### config.mk
export PLATFORM = sky130hd
export DESIGN_NAME = scinb_top
export DESIGN_NICKNAME = d
export VERILOG_FILES = /design/src/core/scinb_pkg.sv /design/src/core/scinb_rx_if.sv /design/src/core/scinb_top.sv /design/src/core/scinb_rx_capture.sv /design/src/core/scinb_tx_hold.sv
export VERILOG_INCLUDE_DIRS = /design/src /design/src/core
export SDC_FILE = /design/constraint.sdc
export NUM_CORES = 1
export LEC_CHECK = 0
export ABC_AREA = 0
export BUFFER_PORTS_ARGS = -buffer_cell sky130_fd_sc_hd__buf_2
export CORE_MARGIN = 1.5
export CORE_UTILIZATION = 50
export CTS_BUF_LIST = sky130_fd_sc_hd__clkbuf_8 sky130_fd_sc_hd__clkbuf_16
export CTS_CLUSTER_DIAMETER = 100
export DETAILED_ROUTE_END_ITERATION = 6
export PLACE_DENSITY_LB_ADDON = 0.05
export SLEW_MARGIN = 20
export SYNTH_ARGS = -nofsm -noshare
export SYNTH_HDL_FRONTEND = slang
export SYNTH_HIERARCHICAL = 1
export SYNTH_SLANG_ARGS = --single-unit
### constraint.sdc
create_clock -name i_sys_clk -period 3.6 [get_ports i_sys_clk]
set_input_delay 0.72 -clock i_sys_clk [delete_from_list [all_inputs] [get_ports i_sys_clk]]
set_output_delay 0.72 -clock i_sys_clk [all_outputs]
set_load 0.05 [all_outputs]
### src/core/scinb_regs.svh
/*
  register offsets, field positions and reset values for the serial ninth-bit,
  error-interrupt and data-register block.
  assumes inclusion by bare name from the top module, the checker and the bench.
*/
`ifndef SCINB_REGS_SVH
`define SCINB_REGS_SVH

// -------------------------------------------------------------
// register offsets (byte addresses, plain port)
// -------------------------------------------------------------
`define SCINB_OFF_STATUS_ONE 4'h0
`define SCINB_OFF_CONTROL_THREE 4'h1
`define SCINB_OFF_DATA 4'h2
`define SCINB_OFF_CONFIG 4'h3

// -------------------------------------------------------------
// serial_control_three fields
// -------------------------------------------------------------
`define SCINB_C3_RX9 7
`define SCINB_C3_TX9 6
`define SCINB_C3_DIR 5
`define SCINB_C3_OVERRUN_IRQ_EN 3
`define SCINB_C3_NOISE_IRQ_EN 2
`define SCINB_C3_FRAMING_IRQ_EN 1
`define SCINB_C3_PARITY_IRQ_EN 0

// -------------------------------------------------------------
// serial_status_one fields
// -------------------------------------------------------------
`define SCINB_S1_TDE 7
`define SCINB_S1_RDF 5
`define SCINB_S1_OVR 3
`define SCINB_S1_NSE 2
`define SCINB_S1_FRM 1
`define SCINB_S1_PAR 0

// -------------------------------------------------------------
// config register fields (nine-bit, loop, rx source)
// -------------------------------------------------------------
`define SCINB_CF_NINE 0
`define SCINB_CF_LOOP 1
`define SCINB_CF_RX_SOURCE_SELECT 2

// -------------------------------------------------------------
// reset values
// -------------------------------------------------------------
`define SCINB_RST_DATA 8'h00
`define SCINB_RST_C3 8'h00
`define SCINB_RST_CFG 8'h00

`endif

### src/core/scinb_pkg.sv
/*
  types shared by the serial ninth-bit block.
  assumes the register header sits beside it.
*/
package scinb_pkg;
  // clearing-sequence arm states
  typedef enum logic [1:0] {
    SCINB_ARM_IDLE = 2'b01,
    SCINB_ARM_SET = 2'b10
  } scinb_arm_e;

  typedef logic [8:0] scinb_char_t;
endpackage

### src/core/scinb_rx_if.sv
/*
  interface carrying one received character with its error bits from the
  capture stage to the top module.
  assumes one clock; the strobe is a single-cycle pulse.
*/
`timescale 1ns/100ps
interface scinb_rx_if;
  import scinb_pkg::*;
  logic load;
  scinb_char_t data;
  logic noise;
  logic framing;
  logic parity;
  modport src (output load, output data, output noise, output framing, output parity);
  modport dst (input load, input data, input noise, input framing, input parity);
endinterface

### src/core/scinb_top.sv
/*
  serial ninth-bit, error-interrupt and shared data register block.
  assumes a shifter outside that delivers received characters and takes
  transmit characters, and software on the plain register port.
*/
`timescale 1ns/100ps
`include "scinb_regs.svh"
module scinb_top
  import scinb_pkg::*;
(
  input wire logic i_sys_clk,
  input wire logic i_resetn,
  input wire logic [3:0] i_addr,
  input wire logic [7:0] i_wdata,
  input wire logic i_wr,
  input wire logic i_rd,
  output logic [7:0] o_rdata,
  input wire logic i_rx_ready,
  input wire logic [8:0] i_rx_char,
  input wire logic [2:0] i_rx_err,
  input wire logic i_tx_take,
  output logic o_tx_valid,
  output logic [8:0] o_tx_char,
  output logic o_nine_bit,
  output logic o_tx_line_oe,
  output logic o_err_irq
);
  // -------------------------------------------------------------
  // reset release
  // -------------------------------------------------------------
  logic [1:0] rst_sync_reg;
  logic rst_n;

  always_ff @(posedge i_sys_clk or negedge i_resetn) begin
    if (!i_resetn) begin
      rst_sync_reg <= 2'b00;
    end else begin
      rst_sync_reg <= {rst_sync_reg[0], 1'b1};
    end
  end
  assign rst_n = rst_sync_reg[1];

  // -------------------------------------------------------------
  // sub-blocks
  // -------------------------------------------------------------
  scinb_rx_if rx_bus ();
  logic hold_full;
  scinb_char_t hold_data;
  logic data_wr;
  logic data_rd;
  logic stat_rd;
  logic [7:0] c3_reg;
  logic [7:0] c3_next;

  scinb_rx_capture u_rx (
    .i_clk(i_sys_clk),
    .i_rst_n(rst_n),
    .i_ready(i_rx_ready),
    .i_data(i_rx_char),
    .i_err(i_rx_err),
    .rx(rx_bus.src)
  );

  scinb_tx_hold u_tx (
    .i_clk(i_sys_clk),
    .i_rst_n(rst_n),
    .i_load(data_wr),
    .i_data({c3_reg[`SCINB_C3_TX9], i_wdata}),
    .i_take(i_tx_take),
    .o_full(hold_full),
    .o_data(hold_data)
  );

  // -------------------------------------------------------------
  // register state
  // -------------------------------------------------------------
  logic [7:0] cfg_reg;
  logic [7:0] cfg_next;
  logic [7:0] rxbuf_reg;
  logic [7:0] rxbuf_next;
  logic rdf_reg;
  logic rdf_next;
  logic ovr_reg;
  logic ovr_next;
  logic nse_reg;
  logic nse_next;
  logic frm_reg;
  logic frm_next;
  logic par_reg;
  logic par_next;
  scinb_arm_e rx_arm_reg;
  scinb_arm_e rx_arm_next;
  scinb_arm_e tx_arm_reg;
  scinb_arm_e tx_arm_next;
  logic [7:0] rdata_reg;
  logic [7:0] rdata_next;
  logic irq_reg;
  logic irq_next;
  logic oe_reg;
  logic oe_next;
  logic tde;
  logic [7:0] status_val;

  // transmit buffer empty when the hold stage is free
  assign tde = ~hold_full;
  assign status_val = {tde, 1'b0, rdf_reg, 1'b0, ovr_reg, nse_reg, frm_reg, par_reg};

  // -------------------------------------------------------------
  // address decode
  // -------------------------------------------------------------
  always_comb begin
    data_wr = 1'b0;
    data_rd = 1'b0;
    stat_rd = 1'b0;
    if (i_addr == `SCINB_OFF_DATA) begin
      data_wr = i_wr;
      data_rd = i_rd;
    end else if (i_addr == `SCINB_OFF_STATUS_ONE) begin
      stat_rd = i_rd;
    end
  end

  // -------------------------------------------------------------
  // next-state logic
  // -------------------------------------------------------------
  always_comb begin
    c3_next = c3_reg;
    cfg_next = cfg_reg;
    rxbuf_next = rxbuf_reg;
    rdf_next = rdf_reg;
    ovr_next = ovr_reg;
    nse_next = nse_reg;
    frm_next = frm_reg;
    par_next = par_reg;
    rx_arm_next = rx_arm_reg;
    tx_arm_next = tx_arm_reg;
    rdata_next = 8'h00;

    // ninth transmit bit only changes on control writes
    if (i_wr && i_addr == `SCINB_OFF_CONTROL_THREE) begin
      c3_next[`SCINB_C3_TX9] = i_wdata[`SCINB_C3_TX9];
      c3_next[`SCINB_C3_DIR] = i_wdata[`SCINB_C3_DIR];
      c3_next[3:0] = i_wdata[3:0];
    end
    if (i_wr && i_addr == `SCINB_OFF_CONFIG) begin
      cfg_next = {5'h00, i_wdata[2:0]};
    end

    // status read arms the clearing sequences
    if (stat_rd) begin
      rx_arm_next = (rdf_reg | ovr_reg | nse_reg | frm_reg | par_reg) ? SCINB_ARM_SET : SCINB_ARM_IDLE;
      tx_arm_next = tde ? SCINB_ARM_SET : SCINB_ARM_IDLE;
    end

    if (data_rd && rx_arm_reg == SCINB_ARM_SET) begin
      rdf_next = 1'b0;
      ovr_next = 1'b0;
      nse_next = 1'b0;
      frm_next = 1'b0;
      par_next = 1'b0;
      rx_arm_next = SCINB_ARM_IDLE;
    end
    // data write completes transmit-empty clear (empty drops via hold)
    if (data_wr) begin
      tx_arm_next = SCINB_ARM_IDLE;
    end

    // new character: set wins over a clear in the same cycle
    if (rx_bus.load) begin
      if (rdf_reg && rdf_next) begin
        // overrun drops the new character and its errors
        ovr_next = 1'b1;
      end else begin
        rdf_next = 1'b1;
        rxbuf_next = rx_bus.data[7:0];
        // ninth bit captured with the byte
        c3_next[`SCINB_C3_RX9] = rx_bus.data[8];
        nse_next = rx_bus.noise;
        frm_next = rx_bus.framing;
        par_next = rx_bus.parity;
      end
    end

    // read data, one cycle after the strobe
    if (i_rd) begin
      if (i_addr == `SCINB_OFF_STATUS_ONE) begin
        rdata_next = status_val;
      end else if (i_addr == `SCINB_OFF_CONTROL_THREE) begin
        // ninth received bit sits in the top bit
        rdata_next = {c3_reg[`SCINB_C3_RX9] & cfg_reg[`SCINB_CF_NINE], c3_reg[6:5], 1'b0, c3_reg[3:0]};
      end else if (i_addr == `SCINB_OFF_DATA) begin
        rdata_next = rxbuf_reg;
      end else if (i_addr == `SCINB_OFF_CONFIG) begin
        rdata_next = cfg_reg;
      end
    end

    irq_next = (ovr_next & c3_next[`SCINB_C3_OVERRUN_IRQ_EN]) | (nse_next & c3_next[`SCINB_C3_NOISE_IRQ_EN])
             | (frm_next & c3_next[`SCINB_C3_FRAMING_IRQ_EN]) | (par_next & c3_next[`SCINB_C3_PARITY_IRQ_EN]);

    // single-wire direction; normal mode drives, loop-only releases
    if (cfg_next[`SCINB_CF_LOOP] && cfg_next[`SCINB_CF_RX_SOURCE_SELECT]) begin
      oe_next = c3_next[`SCINB_C3_DIR];
    end else begin
      oe_next = ~cfg_next[`SCINB_CF_LOOP];
    end
  end

  // -------------------------------------------------------------
  // registers
  // -------------------------------------------------------------
  always_ff @(posedge i_sys_clk or negedge rst_n) begin
    if (!rst_n) begin
      c3_reg <= `SCINB_RST_C3;
      cfg_reg <= `SCINB_RST_CFG;
      rxbuf_reg <= `SCINB_RST_DATA;
      rdf_reg <= 1'b0;
      ovr_reg <= 1'b0;
      nse_reg <= 1'b0;
      frm_reg <= 1'b0;
      par_reg <= 1'b0;
      rx_arm_reg <= SCINB_ARM_IDLE;
      tx_arm_reg <= SCINB_ARM_IDLE;
      rdata_reg <= 8'h00;
      irq_reg <= 1'b0;
      oe_reg <= 1'b1;
    end else begin
      c3_reg <= c3_next;
      cfg_reg <= cfg_next;
      rxbuf_reg <= rxbuf_next;
      rdf_reg <= rdf_next;
      ovr_reg <= ovr_next;
      nse_reg <= nse_next;
      frm_reg <= frm_next;
      par_reg <= par_next;
      rx_arm_reg <= rx_arm_next;
      tx_arm_reg <= tx_arm_next;
      rdata_reg <= rdata_next;
      irq_reg <= irq_next;
      oe_reg <= oe_next;
    end
  end

  // -------------------------------------------------------------
  // outputs
  // -------------------------------------------------------------
  assign o_rdata = rdata_reg;
  assign o_tx_valid = hold_full;
  assign o_tx_char = hold_data;
  assign o_nine_bit = cfg_reg[`SCINB_CF_NINE];
  assign o_tx_line_oe = oe_reg;
  assign o_err_irq = irq_reg;
endmodule

### src/core/scinb_rx_capture.sv
/*
  second design file: brings the shifter's character-ready strobe and error
  bits into the bus clock domain and hands them on as one registered pulse.
  assumes the shifter strobe is asynchronous, held at least two clocks.
*/
`timescale 1ns/100ps
module scinb_rx_capture
  import scinb_pkg::*;
(
  input wire logic i_clk,
  input wire logic i_rst_n,
  input wire logic i_ready,
  input wire logic [8:0] i_data,
  input wire logic [2:0] i_err,
  scinb_rx_if.src rx
);
  logic [2:0] sync_reg;
  logic [2:0] sync_next;
  logic load_reg;
  logic load_next;
  scinb_char_t data_reg;
  scinb_char_t data_next;
  logic [2:0] err_reg;
  logic [2:0] err_next;

  always_comb begin
    sync_next = {sync_reg[1:0], i_ready};
    // edge seen only on synchronised copies
    load_next = sync_reg[1] & ~sync_reg[2];
    data_next = load_next ? i_data : data_reg;
    err_next = load_next ? i_err : err_reg;
  end

  always_ff @(posedge i_clk or negedge i_rst_n) begin
    if (!i_rst_n) begin
      sync_reg <= 3'h0;
      load_reg <= 1'b0;
      data_reg <= 9'h000;
      err_reg <= 3'h0;
    end else begin
      sync_reg <= sync_next;
      load_reg <= load_next;
      data_reg <= data_next;
      err_reg <= err_next;
    end
  end

  assign rx.load = load_reg;
  assign rx.data = data_reg;
  assign rx.noise = err_reg[2];
  assign rx.framing = err_reg[1];
  assign rx.parity = err_reg[0];
endmodule

### src/core/scinb_tx_hold.sv
/*
  third design file: the transmit buffer, holding one 9-bit character until
  the shifter takes it or a new load replaces it.
  assumes the shifter's take strobe is on the same clock.
*/
`timescale 1ns/100ps
module scinb_tx_hold
  import scinb_pkg::*;
(
  input wire logic i_clk,
  input wire logic i_rst_n,
  input wire logic i_load,
  input wire scinb_char_t i_data,
  input wire logic i_take,
  output logic o_full,
  output scinb_char_t o_data
);
  logic full_reg;
  logic full_next;
  scinb_char_t data_reg;
  scinb_char_t data_next;

  always_comb begin
    full_next = full_reg;
    data_next = data_reg;
    if (i_take) begin
      full_next = 1'b0;
    end
    // a new load wins over a take in the same cycle
    if (i_load) begin
      full_next = 1'b1;
      data_next = i_data;
    end
  end

  always_ff @(posedge i_clk or negedge i_rst_n) begin
    if (!i_rst_n) begin
      full_reg <= 1'b0;
      data_reg <= 9'h000;
    end else begin
      full_reg <= full_next;
      data_reg <= data_next;
    end
  end

  assign o_full = full_reg;
  assign o_data = data_reg;
endmodule

Yosys cells after proc, flatten, opt, wreduce, memory -nomap -nowiden
Cells that the tools add are included.
{ "classes": {"n_reduce_logical": 9, "bitwise": 17, "n_eq_ne": 4, "muxes": 33} }
{ "op_table": {"columns": ["cell", "n"], "rows": [
  ["$mux 8", 4],
  ["$mux 1", 23],
  ["$eq 4x2->1 const B", 2],
  ["$or 1x1->1", 7],
  ["$and 1x1->1", 6],
  ["$mux 2", 3],
  ["$mux 3", 2],
  ["$logic_and 1x1->1", 5],
  ["$eq 4x1->1 const B", 1],
  ["$logic_not 4->1", 1],
  ["$mux 4", 1],
  ["$not 1->1", 4],
  ["$reduce_bool 2->1", 2],
  ["$eq 2x2->1 const B", 1],
  ["$reduce_and 2->1", 1]
]} }
{ "word_totals": {"wordCells": 85, "out_inout_bits": 21, "register_bits": 63, "in_bits": 30} }

Logic depth before layout (Yosys ltp)
Gate-level depths: netlist (run 1).
{ "depth": {"ltp_word": 11, "depth_mapped": 6, "depth_no_buf": 5} }

By module
Netlist (run 1), hierarchy kept.
{ "modules_own_cells": {"columns": ["mod", "seq_area_each_um2", "cells_each", "instances", "area_each_um2"], "rows": [
  ["scinb_top", 928.4, 123, 1, 1576.5],
  ["scinb_rx_capture", 400.4, 30, 1, 603.1],
  ["scinb_tx_hold", 250.2, 22, 1, 409.1]
]} }

Worst setup path before layout (run 1)
OpenSTA, ideal clock, no wires.
{ "synth_timing": {"kind": "input-to-reg", "from": "in i_addr[3]", "to": "reg irq_reg (netlist: o_err_irq)", "setup_ns": 0.126, "arrival_time_ns": 1.977, "n_path_buf": 1, "t_required_ns": 3.474, "setup_slack_ns": 1.497, "stages": 6, "path_cell_list": "nor2_2 and4b_1 buf_6 mux2_2 a22o_1 a221o_1"} }
{ "synth_lines": {"columns": ["item", "line", "text"], "rows": [
  ["start: declaration", "scinb_top.sv:13", "input wire logic [3:0] i_addr,"],
  ["$eq 4x1->1 (no source line)", null, null],
  ["$logic_and 1x1->1 (no source line)", null, null],
  ["$mux 4", "scinb_top.sv:140", "if (i_wr && i_addr == `SCINB_OFF_CONTROL_THREE) begin"],
  ["via c3_next[2]", "scinb_top.sv:53", "logic [7:0] c3_next;"],
  ["$and 1x1->1", "scinb_top.sv:198", "irq_next = (ovr_next & c3_next[`SCINB_C3_OVERRUN_IRQ_EN]) | (nse_next & c3_next[`SCINB_C3_NOISE_IRQ_EN])"],
  ["$or 1x1->1 (3 in a row)", "scinb_top.sv:198", null],
  ["via irq_next", "scinb_top.sv:98", "logic irq_next;"],
  ["end signal: assignment", "scinb_top.sv:239", "irq_reg <= irq_next;"],
  ["end: declaration", "scinb_top.sv:97", "logic irq_reg;"]
]} }
The timed path passes the listed nets, and every way through them passes these cells.
A chain may end at the register's enable or synchronous reset.

Final worst setup path (run 1)
{ "layout_timing": {"from": "in i_addr[0]", "to": "reg irq_reg (netlist: o_err_irq)"} }
{ "layout_via": {"elab_chain_cells": 11} }
{ "layout_lines": {"columns": ["item", "line", "text"], "rows": [
  ["$eq 4x2->1 (no source line) (*)", null, null],
  ["$mux 1 (*)", "scinb_top.sv:115", "if (i_addr == `SCINB_OFF_DATA) begin"],
  ["$logic_and 1x1->1 (*)", "scinb_top.sv:155", "if (data_rd && rx_arm_reg == SCINB_ARM_SET) begin"],
  ["$mux 1", "scinb_top.sv:155", null],
  ["$logic_and 1x1->1", "scinb_top.sv:170", "if (rdf_reg && rdf_next) begin"],
  ["$mux 1", "scinb_top.sv:170", null],
  ["$mux 1 (*)", "scinb_top.sv:169", "if (rx_bus.load) begin"],
  ["via nse_next", "scinb_top.sv:86", "logic nse_next;"],
  ["$and 1x1->1 (*)", "scinb_top.sv:198", null],
  ["$or 1x1->1 (*) (3 in a row)", "scinb_top.sv:198", null],
  ["via irq_next", "scinb_top.sv:98", null]
]} }
The timed path passes the listed nets; every way through them passes the cells marked *.

==> impl_metrics.sql, run 1 <==
INSERT INTO impl_metrics (metric_group, metric, value, unit) VALUES
('clock_tree', 'post-cts-setup-buffers', '0', ''),
('clock_tree', 'clock_insertion_delay_worst_skew', '0.34', 'ns'),
('placed_design', 'pre_cts_slack', '1.11', 'ns'),
('logic_synthesis', 'syn_warnings', '6', ''),
('clock_tree', 'numClockSinks', '63', ''),
('clock_tree', 'clk_pin_slew_worst_paths', '0.07', 'ns'),
('logic_synthesis', 'cells_after_synth', '175', ''),
('logic_synthesis', 'netlist.top_cell.by_area', 'sky130_fd_sc_hd__dfrtp_1', ''),
('layout', 'finish.net_count', '261', ''),
('sta', 'hold-worst-slack', '0.150', 'ns'),
('placed_design', 'detailed_place_hpwl', '3430', 'µm'),
('power', 'power-per-cell-area', '639', 'nW/µm²'),
('detailed_routing', 'via_per_inst', '5.11', ''),
('critical_path', 'critical_path_arrival', '2.35', 'ns'),
('logic_synthesis', 'synth_cell_types', '36', ''),
('layout', 'drive_above_1_share', '46.2', '%'),
('sta', 'setup_viol', '0', ''),
('detailed_routing', 'ant_nets', '0', ''),
('floorplan', 'die_y', '75.0', 'µm'),
('detailed_routing', 'route.detailed.drc', '0', ''),
('detailed_routing', 'route.vias.total', '1564', ''),
('power', 'design_power_total', '1.96', 'mW'),
('detailed_routing', 'finalWirelength', '4710', 'µm'),
('layout', 'n_fill_cell', '428', ''),
('floorplan', 'io_pins', '51', ''),
('power', 'p_leak', '1.51', 'nW'),
('sta', 'finalWorstPathRequiredPeriod', '2.12', 'ns'),
('critical_path', 'criticalPathCategory', 'input pin to flip-flop', ''),
('logic_synthesis', 'synth-main-ff-cell', 'sky130_fd_sc_hd__dfrtp_1', ''),
('clock_tree', 'tritoncts', 'built', ''),
('power', 'worst_ir_drop_vdd', '0.269', 'mV'),
('floorplan', 'core_area', '5040', 'µm²'),
('detailed_routing', 'wl_per_cell', '15.4', 'µm'),
('global_route', 'global_route.usage.total', '19.2', '%'),
('logic_synthesis', 'synth_common_cells', 'sky130_fd_sc_hd__dfrtp_1, sky130_fd_sc_hd__mux2_4, sky130_fd_sc_hd__mux2_2, sky130_fd_sc_hd__nor2_1, sky130_fd_sc_hd__a22o_1', ''),
('sta', 'final_max_slew_viol_count', '0', ''),
('clock_tree', 'postCtsHoldBufs', '0', ''),
('layout', 'final_cells', '306', ''),
('logic_synthesis', 'post_synth_design_cell_area', '2590', 'µm²'),
('sta', 'tightest_slew', '0.737', 'ns'),
('placed_design', 'place_inst', '290', ''),
('logic_synthesis', 'synth.avg_cell_area', '14.8', 'µm²'),
('logic_synthesis', 'synth.top_cells.by_area', 'sky130_fd_sc_hd__dfrtp_1, sky130_fd_sc_hd__mux2_4, sky130_fd_sc_hd__mux2_2', ''),
('logic_synthesis', 'syn_nets', '205', ''),
('sta', 'worst_slack', '1.48', 'ns'),
('sta', 'fin_setup_tns', '0', 'ns'),
('critical_path', 'sort_of_element_at_the_start_of_the_critical_path', 'input pin', ''),
('detailed_routing', 'dr.first_iter.drc_count', '55', ''),
('clock_tree', 'clk_path_buf_depth', '2', ''),
('sta', 'finalClockSkew', '0.0112', 'ns'),
('detailed_routing', 'drt_first_pass_iters', '4', ''),
('min_path', 'min-delay-path-class', 'input pin to asynchronous set/reset pin', ''),
('floorplan', 'std_cell_rows', '26', ''),
('sta', 'fmax', '0.471', 'GHz'),
('sta', 'rsz_0062_raised_after_global_routing', 'false', ''),
('critical_path', 'timing.critical_path.to_type', 'flip-flop', ''),
('critical_path', 'worst_ep_required_time', '3.82', 'ns'),
('global_route', 'grt_start_max_net_pins', '62', ''),
('sta', 'slew_headroom', '50.8', '%'),
('logic_synthesis', 'async_reset_ff_share', '100', '%'),
('clock_tree', 'cts_resized', '0', ''),
('clock_tree', 'tritoncts.num_buffers', '9', ''),
('placed_design', 'place_congestion', '0.831', ''),
('global_route', 'overflow_left_after_global_routing', '0', ''),
('logic_synthesis', 'synth_enable_flop_cells', '0', ''),
('global_route', 'antenna_found_initial', '0', ''),
('placed_design', 'buffer_ports.inserted', '50', ''),
('logic_synthesis', 'seq_area_frac_synth', '61.0', '%'),
('floorplan', 'floorplan.die.width', '75.0', 'µm'),
('status', 'outcome', 'completed', ''),
('logic_synthesis', 'yosysMostFrequentCell', 'sky130_fd_sc_hd__dfrtp_1', '');
[per-layer routing]
layer  vias to the layer above  global-route usage [%]  wire (µm)
li1                        737                       -          -
met1                       770                    25.3       2220
met2                        47                    28.3       2140
met3                        10                    4.55        201
met4                         0                    12.7        142
met5                         -                       0          0
[critical path, cell delays in order]
cell,delay (ns)
sky130_fd_sc_hd__buf_2,0.27
sky130_fd_sc_hd__and4bb_4,0.26
sky130_fd_sc_hd__a41o_1,0.40
sky130_fd_sc_hd__a22o_1,0.25
sky130_fd_sc_hd__a22o_1,0.18
sky130_fd_sc_hd__a221o_1,0.26
[cell families (layout without fill, tap and decap cells)]
group | count (synthesis) | after routing | synth area share (%)
buf+inv | 9 | 70 | 2.80
other cells | 1 | 1 | 0.145
mux | 45 | 45 | 22.0
compound gates | 24 | 24 | 6.72
flops | 63 | 63 | 61.0
simple gates | 33 | 33 | 7.30
[area by class of cell]
cell class / instances / area, µm² / area share [%]
Clock inverter: 6 / 53.8 / 1.76
Sequential cell: 63 / 1580 / 51.6
Timing Repair Buffer: 51 / 258 / 8.41
Inverter: 3 / 11.3 / 0.367
Clock buffer: 10 / 138 / 4.49
Multi-Input combinational cell: 103 / 937 / 30.6
Tap cell: 70 / 87.6 / 2.86
[stage by stage]
stage	util [%]	area, µm²
2_1_floorplan	-	2590
3_3_place_gp	57.0	2870
3_5_place_dp	57.0	2870
4_1_cts	60.8	3070
5_1_grt	60.8	3070
6_report	60.8	3070
[cell usage in the layout, fill, tap and decap left out, types with 2 or more instances in the layout]
cell type                  count
sky130_fd_sc_hd__o21ai_0       3
sky130_fd_sc_hd__a22o_1        7
sky130_fd_sc_hd__dfstp_2       2
sky130_fd_sc_hd__a21oi_1       4
sky130_fd_sc_hd__buf_2        50
sky130_fd_sc_hd__clkbuf_8     10
sky130_fd_sc_hd__nor2_1       12
sky130_fd_sc_hd__inv_1         6
sky130_fd_sc_hd__mux2i_1       6
sky130_fd_sc_hd__o22ai_1       2
sky130_fd_sc_hd__mux2_2       18
sky130_fd_sc_hd__nor2b_1       5
sky130_fd_sc_hd__mux2_1        2
sky130_fd_sc_hd__and3_1        2
sky130_fd_sc_hd__dfrtp_1      60
sky130_fd_sc_hd__mux2_4       19
sky130_fd_sc_hd__nand2_1       6
[power by group]
part | internal (mW) | leakage, nW | total [mW] | switching [mW]
Combinational | 0.186 | 0.633 | 0.435 | 0.249
Clock | 0.330 | 0.106 | 0.589 | 0.260
Sequential | 0.849 | 0.772 | 0.936 | 0.0862
[worst paths after layout]
kind | from | end | slack [ns] | cells after the start
setup / recovery | i_addr[0] | o_err_irq | 1.48 | 6
hold / removal | i_resetn | rst_sync_reg[1] | 0.15 | 1
setup reg to reg | rx_arm_reg[0] | o_err_irq | 1.64 | 5
hold reg to reg | rst_sync_reg[0] | rst_sync_reg[1] | 0.36 | 0
max in group asynchronous | rst_sync_reg[1] | c3_reg[6] | 2.70 | 1
min in group i_sys_clk | rst_sync_reg[0] | rst_sync_reg[1] | 0.36 | 0
Power figures use the tool's default switching activity.
==> inputs of run 2 (changes only) <==
Clock period 3.6 ns to 2 ns, I/O delays scaled along.
==> impl_metrics.sql, run 2 (same netlist as run 1, synthesis figures left out) <==
INSERT INTO impl_metrics (metric_group, metric, value, unit) VALUES
('status', 'outcome', 'completed', ''),
('detailed_routing', 'dr.first_iter.drc_count', '86', ''),
('global_route', 'global_route.usage.total', '20.1', '%'),
('global_route', 'vias_in_the_first_global_route', '1705', ''),
('power', 'power-per-cell-area', '1110', 'nW/µm²'),
('min_path', 'min-delay-path-class', 'input pin to flip-flop', ''),
('detailed_routing', 'route.vias.total', '1616', ''),
('min_path', 'min_path_cells', '1', ''),
('layout', 'drive_above_1_share', '48.6', '%'),
('placed_design', 'place_congestion', '0.872', ''),
('sta', 'final_max_slew_viol_count', '0', ''),
('clock_tree', 'tritoncts.num_buffers', '9', ''),
('clock_tree', 'numClockSinks', '63', ''),
('floorplan', 'die_area', '5620', 'µm²'),
('critical_path', 'sort_of_element_at_the_start_of_the_critical_path', 'flip-flop', ''),
('layout', 'antenna_cells_inserted', '0', ''),
('global_route', 'grt_start_max_net_pins', '62', ''),
('critical_path', 'worst_ep_required_time', '2.21', 'ns'),
('layout', 'finish.net_count', '270', ''),
('critical_path', 'regToRegSetupSlack', '0.14', 'ns'),
('clock_tree', 'ctsHtreeMaxLevel', '3', ''),
('clock_tree', 'clockRootBuffer', 'sky130_fd_sc_hd__clkbuf_8', ''),
('global_route', 'overflow_left_after_global_routing', '0', ''),
('clock_tree', 'clock_insertion_delay_worst_skew', '0.33', 'ns'),
('detailed_routing', 'via_per_inst', '5.13', ''),
('sta', 'fin_setup_tns', '0', 'ns'),
('layout', 'area_growth_syn_to_layout', '21.4', '%'),
('sta', 'finalWorstPathRequiredPeriod', '1.86', 'ns'),
('layout', 'layout_commonest_cell', 'sky130_fd_sc_hd__dfrtp_1', ''),
('global_route', 'antenna_found_initial', '0', ''),
('critical_path', 'criticalPathCategory', 'flip-flop to flip-flop', ''),
('layout', 'top_library_cells_by_usage_in_the_layout_fill_and_taps_aside', 'sky130_fd_sc_hd__dfrtp_1, sky130_fd_sc_hd__buf_2, sky130_fd_sc_hd__mux2_4', ''),
('placed_design', 'pre_cts_slack', '0.0621', 'ns'),
('power', 'worst_ir_drop_vdd', '0.463', 'mV'),
('layout', 'register_area', '1580', 'µm²'),
('sta', 'timing.final.crit_share', '92.8', '%'),
('floorplan', 'std_cell_rows', '26', ''),
('detailed_routing', 'route.detailed.drc', '0', ''),
('layout', 'n_fill_cell', '408', ''),
('clock_tree', 'clk_pin_slew_worst_paths', '0.07', 'ns'),
('detailed_routing', 'ant_nets', '0', ''),
('power', 'p_leak', '1.56', 'nW'),
('sta', 'setup_viol', '0', ''),
('floorplan', 'initial_cell_density_of_the_core', '51.3', '%'),
('sta', 'rsz_0062_raised_after_global_routing', 'false', ''),
('layout', 'share_of_the_core_filled_with_cells', '62.3', '%'),
('critical_path', 'timing.critical_path.to_type', 'flip-flop', ''),
('flow_run', 'cap_viol_max_count', '0', ''),
('floorplan', 'core_area', '5040', 'µm²'),
('sta', 'worst_slack', '0.145', 'ns'),
('layout', 'multi_input_comb_area', '937', 'µm²'),
('floorplan', 'floorplan.die.width', '75.0', 'µm'),
('detailed_routing', 'finalWirelength', '4950', 'µm'),
('placed_design', 'buffer_ports.inserted', '50', ''),
('clock_tree', 'cts_resized', '0', ''),
('floorplan', 'io_pins', '51', ''),
('floorplan', 'die_y', '75.0', 'µm'),
('clock_tree', 'tritoncts', 'built', ''),
('sta', 'fmax', '0.539', 'GHz'),
('detailed_routing', 'drt_first_pass_iters', '4', ''),
('critical_path', 'critical_path_arrival', '2.07', 'ns'),
('critical_path', 'worst_r2r_path_depth', '5', ''),
('detailed_routing', 'wl_per_cell', '15.7', 'µm'),
('clock_tree', 'post-cts-setup-buffers', '0', ''),
('sta', 'finalClockSkew', '0.00933', 'ns'),
('clock_tree', 'postCtsHoldBufs', '1', ''),
('clock_tree', 'clk_path_buf_depth', '2', ''),
('global_route', 'grt_pass1_wl', '8040', 'µm'),
('critical_path', 'timing.critical_path.fanout_max', '5', ''),
('placed_design', 'detailed_place_hpwl', '3640', 'µm'),
('sta', 'final-hold-violation-count', '0', '');
-- run 2: path summary, 6_finish.rpt --
check                                start          endpoint
setup / recovery             rx_arm_reg[0]         o_err_irq
hold / removal                  i_rx_ready  u_rx/sync_reg[0]
setup reg to reg             rx_arm_reg[0]         o_err_irq
hold reg to reg            rst_sync_reg[1]   u_rx/rx.data[1]
max in group asynchronous  rst_sync_reg[1]     rx_arm_reg[0]
min in group asynchronous  rst_sync_reg[1]   u_rx/rx.data[1]
-- run 2: area by class of cell --
type,instances,share of cell area (%)
flip-flops and latches,63,50.3
multi-input cells,103,29.8
repair buffers,60,10.8
clock buffers,12,5.25
well taps,70,2.79
clock inverters,4,0.677
inverters,3,0.358
-- run 2: stage by stage --
step	power, mW	instances	area [µm²]	hold WS [ns]
2_1_floorplan	2.28	175	2590	0.104
3_3_place_gp	2.48	298	2950	0.184
3_5_place_dp	2.52	298	2950	0.185
4_1_cts	3.54	315	3140	0.161
5_1_grt	3.68	315	3140	0.157
6_report	3.50	315	3140	0.174
-- run 2: metal layers --
layer | global-route usage (%) | vias up | wire length, µm
met1 | 24.6 | 790 | 2220
met3 | 4.55 | 13 | 243
met5 | 0 | - | 0
met2 | 32.0 | 59 | 2340
met4 | 13.5 | 0 | 148
li1 | - | 754 | -
-- run 2: where the power goes --
| group | switching, mW | internal, mW | total [mW] |
|---|---|---|---|
| Clock | 0.470 | 0.542 | 1.01 |
| Combinational | 0.461 | 0.346 | 0.807 |
| Sequential | 0.154 | 1.53 | 1.68 |
| Total | 1.09 | 2.42 | 3.50 |
-- run 2: critical path, cell delays in order, from the launching register on --
cell                       delay, ns
sky130_fd_sc_hd__dfstp_2        0.53
sky130_fd_sc_hd__and4bb_4       0.24
sky130_fd_sc_hd__a41o_1         0.30
sky130_fd_sc_hd__a22o_1         0.22
sky130_fd_sc_hd__a22o_1         0.19
sky130_fd_sc_hd__a221o_1        0.26
